## src/verilog/ibs_pkg.sv

```systemverilog
// package: constants and decode tables for the isa bus setup register
package ibs_pkg;
  // ****************************************
  // register map and fields
  // ****************************************
  localparam logic [4:0] OFF_SETUP     = 5'h0A;
  localparam logic [1:0] DP_OFF_HI     = 2'h2;
  localparam int         BASE_LSB      = 0;
  localparam int         BASE_MSB      = 2;
  localparam int         IRQ_LSB       = 3;
  localparam int         IRQ_MSB       = 5;
  localparam int         PREFETCH_BIT  = 6;
  localparam logic [7:0] SETUP_RESET   = 8'h00;
  localparam logic [2:0] BASE_SOFTWARE = 3'h1;
  // ****************************************
  // isa address space
  // ****************************************
  localparam int         ADDR_W        = 10;
  localparam int         WIN_LSB       = 5;
  localparam logic [9:0] PORT_SWCFG    = 10'h278;
  localparam logic [1:0] SWCFG_LAST    = 2'h3;
  localparam int         IRQ_LINES     = 16;

  typedef logic [2:0] ibs_sel_t;

  // base address of the 20h byte window
  function automatic logic [9:0] ibs_base(input ibs_sel_t sel);
    case (sel)
      3'h0:    ibs_base = 10'h300;
      3'h2:    ibs_base = 10'h240;
      3'h3:    ibs_base = 10'h280;
      3'h4:    ibs_base = 10'h2C0;
      3'h5:    ibs_base = 10'h320;
      3'h6:    ibs_base = 10'h340;
      3'h7:    ibs_base = 10'h360;
      default: ibs_base = 10'h000;
    endcase
  endfunction

  // interrupt request line number
  function automatic logic [3:0] ibs_irq(input ibs_sel_t sel);
    case (sel)
      3'h0:    ibs_irq = 4'h3;
      3'h1:    ibs_irq = 4'h4;
      3'h2:    ibs_irq = 4'h5;
      3'h3:    ibs_irq = 4'h9;
      3'h4:    ibs_irq = 4'hA;
      3'h5:    ibs_irq = 4'hB;
      3'h6:    ibs_irq = 4'hC;
      default: ibs_irq = 4'hF;
    endcase
  endfunction
endpackage

```

## src/verilog/ibs_sync.sv

```systemverilog
// two flip-flop synchroniser for isa pins
`timescale 1ns/1ps
`default_nettype none
module ibs_sync #(
  parameter int WIDTH = 1
) (
  // clock and reset
  input  wire logic             clk_in,
  input  wire logic             reset_n_in,
  // pins and synchronised copy
  input  wire logic [WIDTH-1:0] async_in,
  input  wire logic [WIDTH-1:0] reset_val_in,
  output logic      [WIDTH-1:0] sync_out
);
  logic [WIDTH-1:0] stage1;

  always_ff @(posedge clk_in or negedge reset_n_in) begin
    if (!reset_n_in) begin
      stage1   <= '1;
      sync_out <= '1;
    end else begin
      stage1   <= async_in;
      sync_out <= stage1;
    end
  end

  logic unused_ok;
  assign unused_ok = &reset_val_in;
endmodule
`default_nettype wire

```

## src/verilog/ibs_setup_reg.sv

```systemverilog
// isa bus setup register: decode, protected write, software base, irq routing
// Notes on behaviour
// - reading page-0 offset 0ah returns the setup register contents
// - write at 0ah updates setup only right after a read of 0ah
// - any access in the device window between unlock read and write sends write to byte count low
// - base select bits 0-2 pick one of seven isa base addresses
// - device answers a 20h byte window starting at the selected base
// - base select 001 makes the device answer no isa address
// - four consecutive writes to 278h load the three base select bits
// - software base sequence works once per power-on reset only
// - bits 5-3 pick the interrupt request line
// - bit 6 in io mode starts next data-port fetch before strobe ends
`timescale 1ns/1ps
`default_nettype none
module ibs_setup_reg (
  // clock and reset
  input  wire logic                        clk_in,
  input  wire logic                        reset_n_in,
  // isa pins
  input  wire logic [ibs_pkg::ADDR_W-1:0]  isa_addr_in,
  input  wire logic                        isa_aen_in,
  input  wire logic                        isa_iord_n_in,
  input  wire logic                        isa_iowr_n_in,
  input  wire logic [7:0]                  isa_data_in,
  output logic      [7:0]                  isa_data_out,
  output logic                             isa_data_oe_out,
  output logic      [ibs_pkg::IRQ_LINES-1:0] isa_irq_out,
  // core side
  input  wire logic                        page0_in,
  input  wire logic                        io_mode_in,
  input  wire logic                        irq_req_in,
  input  wire logic [7:0]                  core_rdata_in,
  output logic                             core_rd_out,
  output logic                             core_wr_out,
  output logic      [4:0]                  core_offset_out,
  output logic      [7:0]                  core_wdata_out,
  output logic                             byte_count_low_wr_out,
  output logic                             port_fetch_out,
  output logic      [7:0]                  setup_out
);
  import ibs_pkg::*;

  // ****************************************
  // pin synchronisers
  // ****************************************
  logic [ADDR_W+10:0] pins_s;
  logic [ADDR_W-1:0]  addr_s;
  logic [7:0]         data_s;
  logic               aen_s;
  logic               rd_now;
  logic               wr_now;

  ibs_sync #(.WIDTH(ADDR_W + 11)) u_sync (
    .clk_in       (clk_in),
    .reset_n_in   (reset_n_in),
    .async_in     ({isa_addr_in, isa_data_in, isa_aen_in, isa_iord_n_in, isa_iowr_n_in}),
    .reset_val_in ('1),
    .sync_out     (pins_s)
  );

  assign addr_s = pins_s[ADDR_W+10:11];
  assign data_s = pins_s[10:3];
  assign aen_s  = pins_s[2];
  assign rd_now = ~pins_s[1];
  assign wr_now = ~pins_s[0];

  // ****************************************
  // strobe edges and decode
  // ****************************************
  logic       rd_prev;
  logic       wr_prev;
  logic       setup_unlock;
  logic [7:0] setup;
  logic [1:0] sw_count;
  logic       sw_done;
  logic       dp_access;

  always_ff @(posedge clk_in or negedge reset_n_in) begin
    if (!reset_n_in) begin
      rd_prev <= 1'b0;
      wr_prev <= 1'b0;
    end else begin
      rd_prev <= rd_now;
      wr_prev <= wr_now;
    end
  end

  logic       rd_start;
  logic       wr_start;
  logic       any_end;
  ibs_sel_t   base_sel;
  logic [9:0] base_addr;
  logic       hit;
  logic [4:0] offset;
  logic       is_setup;
  logic       is_dp;
  logic       sw_write;

  assign rd_start  = rd_now & ~rd_prev;
  assign wr_start  = wr_now & ~wr_prev;
  assign any_end   = (rd_prev & ~rd_now) | (wr_prev & ~wr_now);
  assign base_sel  = setup[BASE_MSB:BASE_LSB];
  assign base_addr = ibs_base(base_sel);
  assign offset    = addr_s[WIN_LSB-1:0];
  // window of 20h bytes at base; silent in software mode
  assign hit       = ~aen_s & (base_sel != BASE_SOFTWARE) &
                     (addr_s[ADDR_W-1:WIN_LSB] == base_addr[ADDR_W-1:WIN_LSB]);
  assign is_setup  = hit & page0_in & (offset == OFF_SETUP);
  assign is_dp     = hit & (offset[4:3] == DP_OFF_HI);
  assign sw_write  = wr_start & ~aen_s & (addr_s == PORT_SWCFG);

  // ****************************************
  // unlock and setup register
  // ****************************************
  always_ff @(posedge clk_in or negedge reset_n_in) begin
    if (!reset_n_in) begin
      setup_unlock <= 1'b0;
    end else if (rd_start & is_setup) begin
      setup_unlock <= 1'b1;
    end else if ((rd_start | wr_start) & hit) begin
      setup_unlock <= 1'b0;
    end
  end

  always_ff @(posedge clk_in or negedge reset_n_in) begin
    if (!reset_n_in) begin
      setup <= SETUP_RESET;
    end else if (wr_start & is_setup & setup_unlock) begin
      setup <= data_s;
    end else if (sw_write & (base_sel == BASE_SOFTWARE) & ~sw_done &
                 (sw_count == SWCFG_LAST)) begin
      setup[BASE_MSB:BASE_LSB] <= data_s[BASE_MSB:BASE_LSB];
    end
  end

  always_ff @(posedge clk_in or negedge reset_n_in) begin
    if (!reset_n_in) begin
      byte_count_low_wr_out <= 1'b0;
    end else begin
      byte_count_low_wr_out <= wr_start & is_setup & ~setup_unlock;
    end
  end

  // ****************************************
  // software base sequence
  // ****************************************
  always_ff @(posedge clk_in or negedge reset_n_in) begin
    if (!reset_n_in) begin
      sw_count <= 2'h0;
      sw_done  <= 1'b0;
    end else if (sw_write & (base_sel == BASE_SOFTWARE) & ~sw_done) begin
      sw_count <= sw_count + 2'h1;
      sw_done  <= (sw_count == SWCFG_LAST);
    end else if (wr_start) begin
      sw_count <= 2'h0;
    end
  end

  // ****************************************
  // read data and core access
  // ****************************************
  always_ff @(posedge clk_in or negedge reset_n_in) begin
    if (!reset_n_in) begin
      isa_data_out    <= 8'h00;
      isa_data_oe_out <= 1'b0;
    end else begin
      if (rd_start & hit) begin
        isa_data_out    <= is_setup ? setup : core_rdata_in;
        isa_data_oe_out <= 1'b1;
      end else if (!rd_now) begin
        isa_data_oe_out <= 1'b0;
      end
    end
  end

  always_ff @(posedge clk_in or negedge reset_n_in) begin
    if (!reset_n_in) begin
      core_rd_out     <= 1'b0;
      core_wr_out     <= 1'b0;
      core_offset_out <= 5'h00;
      core_wdata_out  <= 8'h00;
    end else begin
      core_rd_out <= rd_start & hit & ~is_setup;
      core_wr_out <= wr_start & hit & ~is_setup;
      if ((rd_start | wr_start) & hit) begin
        core_offset_out <= offset;
        core_wdata_out  <= data_s;
      end
    end
  end

  // ****************************************
  // data port fetch timing
  // ****************************************
  logic early;
  assign early = setup[PREFETCH_BIT] & io_mode_in;

  always_ff @(posedge clk_in or negedge reset_n_in) begin
    if (!reset_n_in) begin
      dp_access      <= 1'b0;
      port_fetch_out <= 1'b0;
    end else begin
      if (rd_start | wr_start) begin
        dp_access <= is_dp;
      end else if (any_end) begin
        dp_access <= 1'b0;
      end
      // early fetch at strobe start, normal at strobe end
      port_fetch_out <= early ? ((rd_start | wr_start) & is_dp) : (any_end & dp_access);
    end
  end

  // ****************************************
  // irq routing and setup copy
  // ****************************************
  logic [3:0] irq_num;
  assign irq_num = ibs_irq(setup[IRQ_MSB:IRQ_LSB]);

  genvar gi;
  generate
    for (gi = 0; gi < IRQ_LINES; gi++) begin : g_irq
      always_ff @(posedge clk_in or negedge reset_n_in) begin
        if (!reset_n_in) begin
          isa_irq_out[gi] <= 1'b0;
        end else begin
          isa_irq_out[gi] <= irq_req_in & (irq_num == 4'(gi));
        end
      end
    end
  endgenerate

  always_ff @(posedge clk_in or negedge reset_n_in) begin
    if (!reset_n_in) begin
      setup_out <= SETUP_RESET;
    end else begin
      setup_out <= setup;  // bit 7 stored as written
    end
  end
endmodule
`default_nettype wire

```

## config.mk

```make
export PLATFORM = sky130hd
export DESIGN_NAME = ibs_setup_reg
export DESIGN_NICKNAME = d
export VERILOG_FILES = /design/src/verilog/ibs_pkg.sv /design/src/verilog/ibs_sync.sv /design/src/verilog/ibs_setup_reg.sv
export SDC_FILE = /design/constraint.sdc
export NUM_CORES = 1
export LEC_CHECK = 0
export BUFFER_PORTS_ARGS = -buffer_cell sky130_fd_sc_hd__buf_2
export CORE_ASPECT_RATIO = 1.4
export CORE_MARGIN = 5
export CORE_UTILIZATION = 53
export CTS_CLUSTER_SIZE = 25
export DETAILED_ROUTE_END_ITERATION = 12
export HOLD_SLACK_MARGIN = 0.15
export PLACE_DENSITY = 0.88
export REMOVE_ABC_BUFFERS = 1
export SKIP_CTS_REPAIR_TIMING = 1
export SLEW_MARGIN = 20
export SYNTH_ARGS = -nofsm -noshare
export SYNTH_HDL_FRONTEND = slang
export SYNTH_SLANG_ARGS = --single-unit
```

## constraint.sdc

```tcl
create_clock -name clk_in -period 3.2 [get_ports clk_in]
set_input_delay 0.48 -clock clk_in [delete_from_list [all_inputs] [get_ports clk_in]]
set_output_delay 0.48 -clock clk_in [all_outputs]
set_load 0.05 [all_outputs]
```

# ---- After elaboration in Yosys (flattened, before gate mapping)
# Index checks and enable logic that the tools add are counted.
dict set report totals {
  regBits 107
  latch_bits 0
  ramBits 0
  romBits 0
  input_bits 34
  out_inout_bits 50
  wordCells 144
  mem_count 0
}
dict set report op_classes {
  addsub 1
  multipliers 0
  div 0
  order_cmp 0
  n_eq_ne 34
  shift 0
  mux 14
  bitwise_logic 52
  n_reduce_logical 8
}
# op count
set ops {}
lappend ops {{$pmux W10 S7} 1}
lappend ops {{$and A1 B1 Y1} 42}
lappend ops {{$eq A4 B4 Y1 const B} 8}
lappend ops {{$pmux W4 S7} 1}
lappend ops {{$eq A3 B3 Y1 const B} 7}
lappend ops {{$eq A4 B3 Y1 const B} 4}
lappend ops {{$eq A3 B2 Y1 const B} 4}
lappend ops {{$eq A10 B10 Y1 const B} 1}
lappend ops {{$reduce_bool A2 Y1} 5}
lappend ops {{$eq A4 B2 Y1 const B} 2}
lappend ops {{$mux W8} 1}
lappend ops {{$not A1 Y1} 8}
lappend ops {{$mux W1} 7}
lappend ops {{$eq A3 B1 Y1 const B} 2}
lappend ops {{$logic_not A3 Y1} 2}
lappend ops {{$mux W3} 2}
lappend ops {{$eq A5 B4 Y1 const B} 1}
lappend ops {{$eq A5 B5 Y1} 1}
lappend ops {{$eq A2 B2 Y1 const B} 2}
lappend ops {{$eq A4 B1 Y1 const B} 1}
lappend ops {{$logic_not A4 Y1} 1}
lappend ops {{$mux W2} 2}
lappend ops {{$ne A3 B1 Y1 const B} 1}
lappend ops {{$add A2 B1 Y2 const B} 1}
lappend ops {{$or A1 B1 Y1} 2}

# ---- Depth between registers and ports, before layout
dict set report depth {
  word_depth 9
  mapped_depth 8
}

# ---- By module
# Synthesis repeated with hierarchy kept, for this count alone.
dict set report hier_totals {
  cells_unflattened 242
  area_unflattened_um2 3663.5
}
# mod n_inst cells_per_inst area_per_inst_um2
set by_module_without_submodules {}
lappend by_module_without_submodules {ibs_setup_reg 1 200 2560.0}
lappend by_module_without_submodules {ibs_sync 1 42 1103.6}

# ---- Least setup slack after synthesis
# Ideal clock, no wire load.
dict set report synth_timing {
  path_kind {reg2reg}
  startpoint {register setup[1]}
  endpoint {register core_offset_out[0]}
  setup_ns 0.125
  arrival_ns 2.327
  setup_slack_ns 0.748
  path_stages_with_launch 9
  synth_period_minus_slack_ns 2.452
  path_cell_list {dfrtp_1 > buf_6 > or3b_1 > nand3_1 > or4b_1 > buf_2 > nor3_4 > buf_8 > mux2_4}
}
dict set report synth_via {
  elab_chain_len 5
  elab_cells_between_ends 13
}
# element line_no
set synth_rtl {}
lappend synth_rtl {{start: declaration} ibs_setup_reg.sv:73} ;# logic [7:0] setup;
lappend synth_rtl {{start signal: assignment} ibs_setup_reg.sv:129} ;# setup <= data_s;
lappend synth_rtl {{start signal: indexed assignment} ibs_setup_reg.sv:132} ;# setup[BASE_MSB:BASE_LSB] <= data_s[BASE_MSB:BASE_LSB];
lappend synth_rtl {{$eq A3 B3 Y1 (tied with other cells)} ibs_pkg.sv:28} ;# case (sel)
lappend synth_rtl {{$pmux W10 S7} ibs_pkg.sv:28}
lappend synth_rtl {{$eq A5 B5 Y1} ibs_setup_reg.sv:107} ;# (addr_s[ADDR_W-1:WIN_LSB] == base_addr[ADDR_W-1:WIN_LSB]);
lappend synth_rtl {{$and A1 B1 Y1 (*)} ibs_setup_reg.sv:106} ;# assign hit = ~aen_s & (base_sel != BASE_SOFTWARE) &
lappend synth_rtl {{$and A1 B1 Y1 (*)} ibs_setup_reg.sv:185} ;# if ((rd_start | wr_start) & hit) begin
lappend synth_rtl {{end signal: assignment} ibs_setup_reg.sv:186} ;# core_offset_out <= offset;
lappend synth_rtl {{end: declaration} ibs_setup_reg.sv:35} ;# output logic [4:0] core_offset_out,
# Every way passes the cells marked *; elsewhere a longest branch is shown, timed or not.
# A chain may end at the register's enable or synchronous reset.

# ---- Final worst setup path
dict set report layout_timing {
  startpoint {register setup[2]}
  endpoint {register setup[4]}
}
dict set report layout_via {
  elab_chain_len 8
  elab_cells_between_ends 16
}
# element line_no
set layout_rtl {}
lappend layout_rtl {{$eq A3 B3 Y1 (tied with other cells)} ibs_pkg.sv:28}
lappend layout_rtl {{$pmux W10 S7} ibs_pkg.sv:28}
lappend layout_rtl {{$eq A5 B5 Y1} ibs_setup_reg.sv:107}
lappend layout_rtl {{$and A1 B1 Y1 (*)} ibs_setup_reg.sv:106}
lappend layout_rtl {{$and A1 B1 Y1 (*) (2 in a row)} ibs_setup_reg.sv:108} ;# assign is_setup = hit & page0_in & (offset == OFF_SETUP);
lappend layout_rtl {{$and A1 B1 Y1 (*) (2 in a row)} ibs_setup_reg.sv:128} ;# end else if (wr_start & is_setup & setup_unlock) begin
# Marked as above.

==> results.md <==
* Top cells by area, synth: dfrtp_1 44%, dfstp_2 30%, mux2_2 9.4%, mux2_4 2.8%, nor2_1 1.0%
* Largest net degree at the start of global routing at 66
* CP arrival at 2.91 ns
* Syn Inst Count at 225
* Drt initial violations at 140
* Clock root buffer: clkbuf_8
* RSZ-0062 raised after global routing: no
* H-tree depth at 3
* Final Hold Slack at 0.192 ns
* Synthesis Warnings at 0
* CP Class: reg -> reg
* Simple-gate portion of the synthesized area at 0.0853
* Longest Clk Path Bufs at 2
* Crit path max-delay cell type: or4b_1
* Sequential power share at 0.539
* TNS Setup at 0 ns
* Most frequent cell after synthesis: dfrtp_1
* Slew HR at 0.486
* TritonCTS Sinks at 107
* Fill count at 501
* Num ports at 84
* Worst-Skew Late Latency at 0.36 ns
* Share of cells above drive strength 1 at 0.584
* Yosys top cell area share at 0.437
* Drt total wl at 6590 um
* Routed len/inst at 15.5 um
* Core area at 6890 sq um
* TritonCTS clock tree: yes
* Pin slew with the least headroom to its limit at 0.770 ns
* Post-Syn Area at 3730 sq um
* Clk_skew at 0.00870 ns
* Vias in the first global route at 2228
* CP peak stage delay at 0.59 ns
* GPL Wtd Cong at 0.759
* Post-synthesis async set-or-reset flop share at 1.00
* Core Util, Final at 0.660
* Initial antenna violation count at 0
* Antenna cells at 0
* PwrDens at 602 nW/um^2
* Setup ws final at 0.539 ns
* Min Tclk post-route at 2.66 ns
* Dpl hpwl at 4820 um
* Worst EP required at 3.44 ns
* DR pass1 iterations at 6
* Status: completed
* Yosys reg bits at 107
* Residual DRC at 0
* Via/cell ratio at 4.79
* Starting density of the core at 0.541
* Period utilisation layout at 0.832
* Max IR drop VDD at 0.474 mV
* Die area at 8830 sq um
* Crit-path cells: or3b_1 > nand3_1 > or4b_1 > nor3_2 > mux2_2
* Post-synth EDFFs at 0
* Synth Area in XOR/XNOR at 0.00470
* Switching Share at 0.233
* Cell taking the most area after synthesis: dfrtp_1
* Placed insts at 408
* Comb power frac at 0.099
* Final Slew Violations at 0
* CP Capture Type: register
* Total CTS buffers at 9
* Mux share of post-synthesis cell area at 0.122
* Adder-cell share of the synthesized area at 0.00336
* P_int at 0.00210 W
* Number of placement rows at 36
* Die W at 80.9 um
* Leakage dissipation at 2.26 nW
* Die H at 109 um
* Synth Area in Compound Gates at 0.0332
* Finish-stage setup viols at 0
* Peak Freq at 376 MHz
* First-pass GRT wire length at 11000 um
* Top FF cell, synth: dfrtp_1
* Worst min path class: in -> async
* Max FO, Critical Path at 15
* Netlist cell types at 44
* # port buffers at 83
* Final ANT Viol Nets at 0
* Fin nets at 359
* Sw power at 0.000638 W
* Most common library cells after synthesis: 65 x dfrtp_1, 42 x dfstp_2, 31 x mux2_2
* Final hold viol count at 0
* Clk pwr share at 0.362
* Gr ovfl total at 0
* Area delta synth->final at 22.1%
* Total track usage at 0.169
* Non-filler cells, final at 424
* Clk pin slew, worst setup/hold paths at 0.09 ns
* Vias at 2033
* Largest family of logic cells by synthesized area: multiplexers
* Crit path launch type: register
* Placement Setup Slack at 0.551 ns
* Max-cap violation count at 0
* Seq/Total Area, Yosys at 0.733
* Average cell area after synthesis at 16.6 sq um
[sequential cells by signal, indices dropped and copies added (netlist names), 2 cells and up]
register         flops
core_offset_out      5
u_sync.stage1       21
sw_count             2
setup_out            8
isa_irq_out         16
core_wdata_out       8
isa_data_out         8
u_sync.sync_out     21
setup                8
[cells by family (layout without fill, tap and decap cells)]
family                     after synthesis  after routing
and+or+nand+nor                         50             50
muxes                                   38             38
adders and majority gates                1              1
AOI/OAI and AO/OA                       15             15
buffers and inverters                   11            108
xor gates and xnor gates                 2              2
other                                    1              8
DFF                                    107            107
[cells in the final DEF (no fill, tap or decap), drive strengths merged, types with 5 or more instances in the layout]
cell | synthesis | final
nand2b | 5 | 5
mux2 | 38 | 38
nor2 | 10 | 10
clkbuf | 2 | 12
conb | 1 | 8
dfstp | 42 | 42
dfrtp | 65 | 65
nor3 | 7 | 7
buf | 5 | 88
nand2 | 6 | 6
[layer usage]
metal	vias up	wire, um	global-route usage
li1	968	-	-
met1	1002	2550	0.207
met2	52	3510	0.274
met3	11	388	0.0488
met4	0	142	0.0833
met5	-	0	0
[area by class of cell]
| type | instances | area [sq um] | area share |
|---|---|---|---|
| clock inverter | 4 | 95.1 | 0.0209 |
| tap | 95 | 119 | 0.0261 |
| sequential | 107 | 2730 | 0.600 |
| timing repair buffer | 88 | 468 | 0.103 |
| inverter | 4 | 15.0 | 0.00330 |
| clock buffer | 12 | 165 | 0.0363 |
| multi-input combinational | 114 | 956 | 0.210 |
[worst paths after layout]
check	startpoint	endpoint	slack, ns	cells past startpoint
max	setup[2]	setup[4]	0.54	5
min	reset_n_in	setup_out[1]	0.19	1
max reg2reg	setup[2]	setup[4]	0.54	5
min reg2reg	u_sync.stage1[19]	u_sync.sync_out[19]	0.36	0
max in group asynchronous	reset_n_in	u_sync.sync_out[8]	2.17	2
min in group clk_in	isa_data_in[6]	u_sync.stage1[9]	0.21	1
[power groups by stage]
stage | Sequential (W) | Combinational [W] | Clock, W
6_report | 0.00147 | 0.000271 | 0.000992
5_1_grt | 0.00148 | 0.000290 | 0.00108
4_1_cts | 0.00148 | 0.000276 | 0.00102
3_5_place_dp | 0.00150 | 0.000276 | 0
3_3_place_gp | 0.00150 | 0.000271 | 0
2_1_floorplan | 0.00161 | 0.0000552 | 0
[per-stage QoR]
step | cell area, sq um | total power (W)
final | 4550 | 0.00274
after global routing | 4550 | 0.00285
after CTS | 4550 | 0.00277
after detailed placement | 4290 | 0.00178
after global placement | 4290 | 0.00177
after floorplan | 3700 | 0.00167
[worst max-delay path: cells and delay by family (launching register included)]
| kind | cells | cell delay [ns] |
|---|---|---|
| mux | 1 | 0.40 |
| flops | 1 | 0.58 |
| simple gates | 4 | 1.57 |
Note: power is estimated with default switching activity, not from simulation.
